**config.mk**
```make
export PLATFORM = sky130hd
export DESIGN_NAME = rfsc_regs
export DESIGN_NICKNAME = d
export VERILOG_FILES = /design/src/rtl/rfsc_power_table.v /design/src/rtl/rfsc_regs.v
export VERILOG_INCLUDE_DIRS = /design/src /design/src/rtl
export SDC_FILE = /design/constraint.sdc
export NUM_CORES = 1
export LEC_CHECK = 0
export ABC_AREA = 1
export BUFFER_PORTS_ARGS = -buffer_cell sky130_fd_sc_hd__buf_2
export CAP_MARGIN = 20
export CORE_MARGIN = 8
export CORE_UTILIZATION = 58
export DETAILED_ROUTE_END_ITERATION = 10
export PLACE_DENSITY = 0.84
export SYNTH_ARGS = -nofsm -noshare
export SYNTH_HDL_FRONTEND = slang
export SYNTH_HIERARCHICAL = 1
export SYNTH_SLANG_ARGS = --single-unit
```
**constraint.sdc**
```tcl
create_clock -name core_clk -period 5.2 [get_ports core_clk]
set_clock_uncertainty 0.1 [all_clocks]
set_input_delay 1.3 -clock core_clk [delete_from_list [all_inputs] [get_ports core_clk]]
set_output_delay 1.3 -clock core_clk [all_outputs]
set_load 0.05 [all_outputs]
```
**src/rtl/rfsc_consts.vh**
```
// Register offsets, field positions, reset values and timing counts
`ifndef RFSC_CONSTS_VH
`define RFSC_CONSTS_VH

// ========================================
// Register offsets (6-bit configuration address)
`define RFSC_ADDR_TRIM_A 6'h20
`define RFSC_ADDR_RX_FE 6'h21
`define RFSC_ADDR_TX_FE 6'h22
`define RFSC_ADDR_PUMP_CFG 6'h23
`define RFSC_ADDR_OSC_CUR 6'h24
`define RFSC_ADDR_COARSE 6'h25
`define RFSC_ADDR_CAL_CTRL 6'h26
`define RFSC_ADDR_TRIM_B 6'h29
`define RFSC_ADDR_TRIM_C 6'h2A
`define RFSC_ADDR_TRIM_D 6'h2B
`define RFSC_ADDR_TEST_TWO 6'h2C
`define RFSC_ADDR_PWR_TAB0 6'h3C
`define RFSC_ADDR_PWR_TAB1 6'h3D

// ========================================
// Reset and wake values
`define RFSC_RST_TRIM_A 8'hF8
`define RFSC_RST_RX_FE 8'h56
`define RFSC_RST_TX_FE 8'h10
`define RFSC_RST_PUMP_CFG 8'hA9
`define RFSC_RST_OSC_CUR 8'h0A
`define RFSC_RST_COARSE 8'h20
`define RFSC_RST_CAL_CTRL 8'h0D
`define RFSC_RST_TRIM_B 8'h59
`define RFSC_RST_TRIM_C 8'h7F
`define RFSC_RST_TRIM_D 8'h3F
`define RFSC_RST_TEST_TWO 8'h88
`define RFSC_WAKE_TEST_TWO_RET 8'h81
`define RFSC_RST_PWR_TAB 8'h00

// ========================================
// Implemented-bit masks
`define RFSC_MASK_TRIM_A 8'hFB
`define RFSC_MASK_TX_FE 8'h37
`define RFSC_MASK_OSC_CUR 8'h3F
`define RFSC_MASK_COARSE 8'h3F
`define RFSC_MASK_CAL_CTRL 8'h7F
`define RFSC_MASK_FULL 8'hFF

// ========================================
// Field positions
`define RFSC_PWR_IDX_MSB 2
`define RFSC_PWR_IDX_LSB 0
`define RFSC_PUMP_EN_MSB 5
`define RFSC_PUMP_EN_LSB 4
`define RFSC_PUMP_RES_MSB 3
`define RFSC_PUMP_RES_LSB 0
`define RFSC_CORE_HI_BIT 5
`define RFSC_OSC_RES_MSB 4
`define RFSC_OSC_RES_LSB 0
`define RFSC_COARSE_MSB 5
`define RFSC_COARSE_LSB 0

// ========================================
// Timing: each calibration stage settles for a least time
`define RFSC_CLK_PERIOD_NS 8
`define RFSC_STAGE_TIME_NS 40
`define RFSC_STAGE_CYCLES \
  ((`RFSC_STAGE_TIME_NS + `RFSC_CLK_PERIOD_NS - 1) / `RFSC_CLK_PERIOD_NS)

`endif

```
**src/rtl/rfsc_power_table.v**
```verilog
// Two-entry output power table with registered read data
`timescale 1ns/10ps
`default_nettype none
`include "rfsc_consts.vh"

module rfsc_power_table (
  input wire core_clk,
  input wire rst,
  input wire wr_en,
  input wire wr_index,
  input wire [7:0] wr_data,
  input wire [2:0] rd_index,
  output reg [7:0] rd_data,
  output reg [7:0] setting
);

  reg [7:0] entry_reg [0:1];

  // Indices above one select no entry and give zero power
  always @(posedge core_clk) begin
    if (rst) begin
      entry_reg[0] <= `RFSC_RST_PWR_TAB;
      entry_reg[1] <= `RFSC_RST_PWR_TAB;
      setting <= `RFSC_RST_PWR_TAB;
      rd_data <= 8'h00;
    end else begin
      if (wr_en) begin
        entry_reg[wr_index] <= wr_data;
      end
      if (rd_index[2:1] == 2'h0) begin
        setting <= entry_reg[rd_index[0]];
      end else begin
        setting <= 8'h00;
      end
      rd_data <= entry_reg[wr_index];
    end
  end

endmodule

`default_nettype wire

```
**src/rtl/rfsc_regs.v**
```verilog
// Front-end and synthesizer calibration register bank
`timescale 1ns/10ps
`default_nettype none
`include "rfsc_consts.vh"

module rfsc_regs (
  input wire core_clk,
  input wire rst,
  input wire [5:0] reg_addr,
  input wire [7:0] reg_wdata,
  input wire reg_wr,
  input wire reg_rd,
  output reg [7:0] reg_rdata,
  input wire converter_retention_bit,
  input wire sleep_active,
  input wire cal_start,
  input wire [3:0] pump_cal_result,
  input wire [4:0] osc_cal_result,
  input wire [5:0] coarse_cal_result,
  output wire cal_busy,
  output reg cal_done,
  output wire pump_cal_active,
  output wire osc_cal_active,
  output wire coarse_cal_active,
  output wire [7:0] pa_setting,
  output wire osc_core_high_select,
  output wire [7:0] rx_frontend_current_config,
  output wire [1:0] tx_lo_buf_current,
  output wire [3:0] pump_current_trim,
  output wire [4:0] osc_current_trim,
  output wire [5:0] coarse_tune_trim,
  output wire [6:0] cal_control,
  output wire [7:0] trim_a,
  output wire [7:0] trim_b,
  output wire [7:0] trim_c,
  output wire [7:0] trim_d,
  output wire [7:0] test_two_internal
);

  // ========================================
  // Helpers
  function [7:0] masked;
    input [7:0] value;
    input [7:0] mask;
    begin
      masked = value & mask;
    end
  endfunction

  function hit;
    input [5:0] addr;
    input [5:0] target;
    begin
      hit = (addr == target);
    end
  endfunction

  // ========================================
  // Calibration sequencer states
  localparam [4:0] ST_IDLE = 5'h01;
  localparam [4:0] ST_PUMP = 5'h02;
  localparam [4:0] ST_OSC = 5'h04;
  localparam [4:0] ST_COARSE = 5'h08;
  localparam [4:0] ST_DONE = 5'h10;
  localparam integer STAGE_CYC_INT = `RFSC_STAGE_CYCLES;
  localparam [7:0] STAGE_CYC = STAGE_CYC_INT[7:0];

  reg [4:0] state_reg;
  reg [4:0] state_next;
  reg [7:0] stage_cnt_reg;
  reg [7:0] trim_a_reg;
  reg [7:0] rx_fe_reg;
  reg [7:0] tx_fe_reg;
  reg [7:0] pump_cfg_reg;
  reg [7:0] osc_cur_reg;
  reg [7:0] coarse_reg;
  reg [7:0] cal_ctrl_reg;
  reg [7:0] trim_b_reg;
  reg [7:0] trim_c_reg;
  reg [7:0] trim_d_reg;
  reg [7:0] test_two_reg;
  reg test_two_forced_reg;
  reg test_two_ret_reg;
  reg sleep_prev_reg;

  wire stage_end = (stage_cnt_reg == STAGE_CYC - 8'h01);
  wire wake = sleep_prev_reg & ~sleep_active;
  // Host writes into the volatile group are dropped while asleep
  wire wr_awake = reg_wr & ~sleep_active;
  wire tab_wr = reg_wr & (hit(reg_addr, `RFSC_ADDR_PWR_TAB0) |
    hit(reg_addr, `RFSC_ADDR_PWR_TAB1));
  wire [7:0] tab_rdata;

  // ========================================
  // Sequencer
  always @* begin
    state_next = state_reg;
    case (state_reg)
      ST_IDLE: begin
        if (cal_start) begin
          if (pump_cfg_reg[`RFSC_PUMP_EN_MSB:`RFSC_PUMP_EN_LSB] == 2'h0) begin
            state_next = ST_OSC;
          end else begin
            state_next = ST_PUMP;
          end
        end
      end
      ST_PUMP: begin
        if (stage_end) begin
          state_next = ST_OSC;
        end
      end
      ST_OSC: begin
        if (stage_end) begin
          state_next = ST_COARSE;
        end
      end
      ST_COARSE: begin
        if (stage_end) begin
          state_next = ST_DONE;
        end
      end
      ST_DONE: begin
        state_next = ST_IDLE;
      end
      default: begin
        state_next = ST_IDLE;
      end
    endcase
  end

  always @(posedge core_clk) begin
    if (rst) begin
      state_reg <= ST_IDLE;
      stage_cnt_reg <= 8'h00;
      cal_done <= 1'b0;
    end else begin
      state_reg <= state_next;
      cal_done <= (state_reg == ST_DONE);
      if (state_next != state_reg) begin
        stage_cnt_reg <= 8'h00;
      end else if (state_reg != ST_IDLE) begin
        stage_cnt_reg <= stage_cnt_reg + 8'h01;
      end
    end
  end

  // ========================================
  // Retained configuration; a stage result beats a host write in one cycle
  always @(posedge core_clk) begin
    if (rst) begin
      trim_a_reg <= `RFSC_RST_TRIM_A;
      rx_fe_reg <= `RFSC_RST_RX_FE;
      tx_fe_reg <= `RFSC_RST_TX_FE;
      pump_cfg_reg <= `RFSC_RST_PUMP_CFG;
      osc_cur_reg <= `RFSC_RST_OSC_CUR;
      coarse_reg <= `RFSC_RST_COARSE;
      cal_ctrl_reg <= `RFSC_RST_CAL_CTRL;
    end else begin
      if (reg_wr) begin
        if (hit(reg_addr, `RFSC_ADDR_TRIM_A))
          trim_a_reg <= masked(reg_wdata, `RFSC_MASK_TRIM_A);
        if (hit(reg_addr, `RFSC_ADDR_RX_FE))
          rx_fe_reg <= reg_wdata;
        if (hit(reg_addr, `RFSC_ADDR_TX_FE))
          tx_fe_reg <= masked(reg_wdata, `RFSC_MASK_TX_FE);
        if (hit(reg_addr, `RFSC_ADDR_PUMP_CFG))
          pump_cfg_reg <= reg_wdata;
        if (hit(reg_addr, `RFSC_ADDR_OSC_CUR))
          osc_cur_reg <= masked(reg_wdata, `RFSC_MASK_OSC_CUR);
        if (hit(reg_addr, `RFSC_ADDR_COARSE))
          coarse_reg <= masked(reg_wdata, `RFSC_MASK_COARSE);
        if (hit(reg_addr, `RFSC_ADDR_CAL_CTRL))
          cal_ctrl_reg <= masked(reg_wdata, `RFSC_MASK_CAL_CTRL);
      end
      if (pump_cal_active & stage_end)
        pump_cfg_reg[`RFSC_PUMP_RES_MSB:`RFSC_PUMP_RES_LSB] <=
          pump_cal_result;
      if (osc_cal_active & stage_end)
        osc_cur_reg[`RFSC_OSC_RES_MSB:`RFSC_OSC_RES_LSB] <=
          osc_cal_result;
      if (coarse_cal_active & stage_end)
        coarse_reg[`RFSC_COARSE_MSB:`RFSC_COARSE_LSB] <=
          coarse_cal_result;
    end
  end

  // ========================================
  // Volatile test group, restored to defaults on wake
  always @(posedge core_clk) begin
    if (rst) begin
      sleep_prev_reg <= 1'b0;
      trim_b_reg <= `RFSC_RST_TRIM_B;
      trim_c_reg <= `RFSC_RST_TRIM_C;
      trim_d_reg <= `RFSC_RST_TRIM_D;
      test_two_reg <= `RFSC_RST_TEST_TWO;
      test_two_forced_reg <= 1'b0;
      test_two_ret_reg <= 1'b0;
    end else begin
      sleep_prev_reg <= sleep_active;
      if (wake) begin
        trim_b_reg <= `RFSC_RST_TRIM_B;
        trim_c_reg <= `RFSC_RST_TRIM_C;
        trim_d_reg <= `RFSC_RST_TRIM_D;
        test_two_reg <= `RFSC_RST_TEST_TWO;
        test_two_forced_reg <= 1'b1;
        test_two_ret_reg <= converter_retention_bit;
      end else if (wr_awake) begin
        if (hit(reg_addr, `RFSC_ADDR_TRIM_B))
          trim_b_reg <= reg_wdata;
        if (hit(reg_addr, `RFSC_ADDR_TRIM_C))
          trim_c_reg <= reg_wdata;
        if (hit(reg_addr, `RFSC_ADDR_TRIM_D))
          trim_d_reg <= reg_wdata;
        if (hit(reg_addr, `RFSC_ADDR_TEST_TWO)) begin
          test_two_reg <= reg_wdata;
          test_two_forced_reg <= 1'b0;
        end
      end
    end
  end

  // ========================================
  // Read port, one cycle latency
  always @(posedge core_clk) begin
    if (rst) begin
      reg_rdata <= 8'h00;
    end else if (reg_rd) begin
      case (reg_addr)
        `RFSC_ADDR_TRIM_A: reg_rdata <= trim_a_reg;
        `RFSC_ADDR_RX_FE: reg_rdata <= rx_fe_reg;
        `RFSC_ADDR_TX_FE: reg_rdata <= tx_fe_reg;
        `RFSC_ADDR_PUMP_CFG: reg_rdata <= pump_cfg_reg;
        `RFSC_ADDR_OSC_CUR: reg_rdata <= osc_cur_reg;
        `RFSC_ADDR_COARSE: reg_rdata <= coarse_reg;
        `RFSC_ADDR_CAL_CTRL: reg_rdata <= cal_ctrl_reg;
        `RFSC_ADDR_TRIM_B: reg_rdata <= trim_b_reg;
        `RFSC_ADDR_TRIM_C: reg_rdata <= trim_c_reg;
        `RFSC_ADDR_TRIM_D: reg_rdata <= trim_d_reg;
        `RFSC_ADDR_TEST_TWO: reg_rdata <= test_two_reg;
        `RFSC_ADDR_PWR_TAB0: reg_rdata <= tab_rdata;
        `RFSC_ADDR_PWR_TAB1: reg_rdata <= tab_rdata;
        default: reg_rdata <= 8'h00;
      endcase
    end
  end

  // Table read data follows the address one cycle late, so a table read
  // must hold its address for two cycles
  rfsc_power_table u_power_table (
    .core_clk(core_clk),
    .rst(rst),
    .wr_en(tab_wr),
    .wr_index(reg_addr[0]),
    .wr_data(reg_wdata),
    .rd_index(tx_fe_reg[`RFSC_PWR_IDX_MSB:`RFSC_PWR_IDX_LSB]),
    .rd_data(tab_rdata),
    .setting(pa_setting)
  );

  // ========================================
  // Outputs
  assign cal_busy = (state_reg != ST_IDLE);
  assign pump_cal_active = (state_reg == ST_PUMP);
  assign osc_cal_active = (state_reg == ST_OSC);
  assign coarse_cal_active = (state_reg == ST_COARSE);
  assign osc_core_high_select = osc_cur_reg[`RFSC_CORE_HI_BIT];
  assign rx_frontend_current_config = rx_fe_reg;
  assign tx_lo_buf_current = tx_fe_reg[5:4];
  assign pump_current_trim = pump_cfg_reg[3:0];
  assign osc_current_trim = osc_cur_reg[4:0];
  assign coarse_tune_trim = coarse_reg[5:0];
  assign cal_control = cal_ctrl_reg[6:0];
  assign trim_a = trim_a_reg;
  assign trim_b = trim_b_reg;
  assign trim_c = trim_c_reg;
  assign trim_d = trim_d_reg;
  // Only the analogue side sees the retention-altered value
  assign test_two_internal = (test_two_forced_reg & test_two_ret_reg) ?
    `RFSC_WAKE_TEST_TWO_RET : test_two_reg;

endmodule

`default_nettype wire

```
==> results.toml <==
[routing]
antenna_left = 0
wl_per_cell_um = 17.0
wl_um = 19800
drc = 0
drtIter0Drc = 958
vias = 6608
vias_per_cell = 5.68
first_pass_iters = 6

[layout]
final_cell_mix = "180 x nand2_1, 128 x buf_2, 120 x dfxtp_1"
nets = 1048
largest_reg_flops = 16
final_core_utilization = 0.702
drive_gt1_frac = 0.203
diodes = 0
stdcell_count = 1163
final_common_cell = "nand2_1"
syn2layout_area_growth_pct = 18.0

[synth]
synth_seq_cells = 136
netlist_area_um2 = 6480
ys_seq_area_frac = 0.445
yosysUniqueCellTypes = 36
ys_warn_count = 6
syn-instance-count = 897
syn_area_per_cell_um2 = 7.22
synth_nets = 935

[clock_network]
postCtsSetupBuffers = 0
numCtsBuffers = 17
cts_max_level = 4
cts_root_buf = "clkbuf_8"
clk_latency_ps = 530
clock-sinks = 136
cts-resized-gates = 0
hold_buffers = 0
cts.clk_slew.worst_paths_ps = 60
cts_buffer_depth = 2
cts_tree = "done"

[critical_path]
path_class = "flop to output pin"
worstSetupEndpointType = "output pin"
worstSetupStartpointType = "flop"
crit_path_max_fanout = 5
arrival_ps = 1660
cp.required_ps = 3800

[global_route]
overflow = 0
grt_max_degree = 45
antenna_found_initial = 0
grt_pass1_vias = 6318
grt_use_total = 0.270
grt_pass1_wl_um = 31300

[sta]
worstMarginPinSlew_ps = 1000
maxSlewHeadroom = 0.328
final_max_slew_viol_count = 0
fin_crit_sh = 0.589
timing.final.hold_violations = 0
finalSetupViolCount = 0
max_clock_freq_ghz = 0.327
fin_crit_ps = 3060
setup_tns_ps = 0
rsz0062_at_grt = "no"

[placement]
dp_cells = 1130
dp_hpwl_um = 14100
io_buffers = 128
gp_congestion = 0.958

[pwr]
pwr-share-seq = 0.449
comb_power_share = 0.090
intPower_mw = 1.82
p_leak_nw = 3.70
ir_worst_vdd_mv = 0.226
swShare = 0.258
clockPowerShare = 0.461
switchingPower_uw = 632
power_density_nw_per_um2 = 321

[floorplanning]
core_area_um2 = 10900
die_x_um = 122
num_io_pins = 130
dieArea_um2 = 14800
die_y_um = 122
initial_core_util = 0.595
placementRows = 38

[run]
maxCapViolations = 0

[status]
outcome = "completed"

[hold_path]
min_path_type = "flop to flop"
## critical path, stage by stage (launching register included)
cell and delay [ps]:
dfxtp_1 450, inv_1 100, nor2_2 110, inv_1 70, nor2_4 120, buf_2 280
## routing by layer
metal,track usage,vias to the layer above,part of all wire
li1,-,3172,-
met1,0.332,3004,0.40
met4,0.130,0,0.033
met3,0.0717,61,0.10
met5,0,-,0
met2,0.431,371,0.47
## power by group through the flow
stage          registers, mW  logic [mW]  clock network (mW)
2_1_floorplan           1.14       0.127                   0
5_1_grt                 1.10       0.240                1.18
6_report                1.10       0.222                1.13
3_3_place_gp            1.12       0.214                   0
4_1_cts                 1.10       0.218                1.13
3_5_place_dp            1.12       0.217                   0
## final cells by class
type                            instances  area, um^2
Fill cell                             911        3250
Clock buffer                           20         435
Inverter                              101         382
Multi-Input combinational cell        623        2990
Clock inverter                         12         108
Tap cell                              140         175
Sequential cell                       136        2880
Timing Repair Buffer                  131         667
## kinds of logic after synthesis
| kind of cell | Yosys count | synth area share |
|---|---|---|
| and+or+nand+nor | 466 | 0.330 |
| adders and majority gates | 2 | 0.00386 |
| other | 1 | 0.000579 |
| DFF | 136 | 0.445 |
| buffers and inverters | 138 | 0.0931 |
| AOI/OAI and AO/OA | 148 | 0.120 |
| xor gates and xnor gates | 6 | 0.00811 |
## cells in the mapped netlist
cell type,n,area share
a21oi_1,62,0.048
a31oi_1,1,0.00097
buf_2,17,0.013
buf_4,10,0.012
buf_6,3,0.0052
clkbuf_1,6,0.0035
clkbuf_2,1,0.00077
clkinv_1,3,0.0017
conb_1,1,0.00058
dfxtp_1,120,0.37
edfxtp_1,16,0.074
ha_1,2,0.0039
inv_1,78,0.045
inv_2,19,0.011
inv_4,1,0.00097
nand2_1,180,0.10
nand2_2,8,0.0077
nand2_4,1,0.0017
nand3_1,93,0.072
nand3_2,4,0.0062
nand3_4,1,0.0027
nand3b_1,1,0.0012
nand4_1,28,0.027
nand4_2,1,0.0019
nor2_1,119,0.069
nor2_2,5,0.0048
nor2_4,10,0.017
nor3_1,11,0.0085
nor3_4,1,0.0025
nor4_1,1,0.00097
o211ai_1,13,0.015
o21ai_0,66,0.051
o21ai_1,6,0.0046
or2_2,2,0.0019
xnor2_1,1,0.0014
xor2_1,5,0.0068
## worst paths after layout
path | startpoint | cells past startpoint | slack [ps] | to
max | state_reg[2] | 5 | 2140 | osc_cal_active
min | reg_rdata[1] | 2 | 360 | reg_rdata[1]
max reg2reg | sleep_prev_reg | 6 | 3050 | trim_b[4]
min reg2reg | reg_rdata[1] | 2 | 360 | reg_rdata[1]
## per-stage QoR
step	total power, mW	cell area [um^2]	worst slack (ps)	hold slack, ps
floorplan	1.27	6480	2340	340
global placement	1.34	7090	1750	351
detailed placement	1.34	7090	1750	353
CTS	2.45	7630	2130	362
global route	2.52	7640	2010	380
finish	2.45	7640	2140	363
Note: power is estimated with default switching activity, not from simulation.
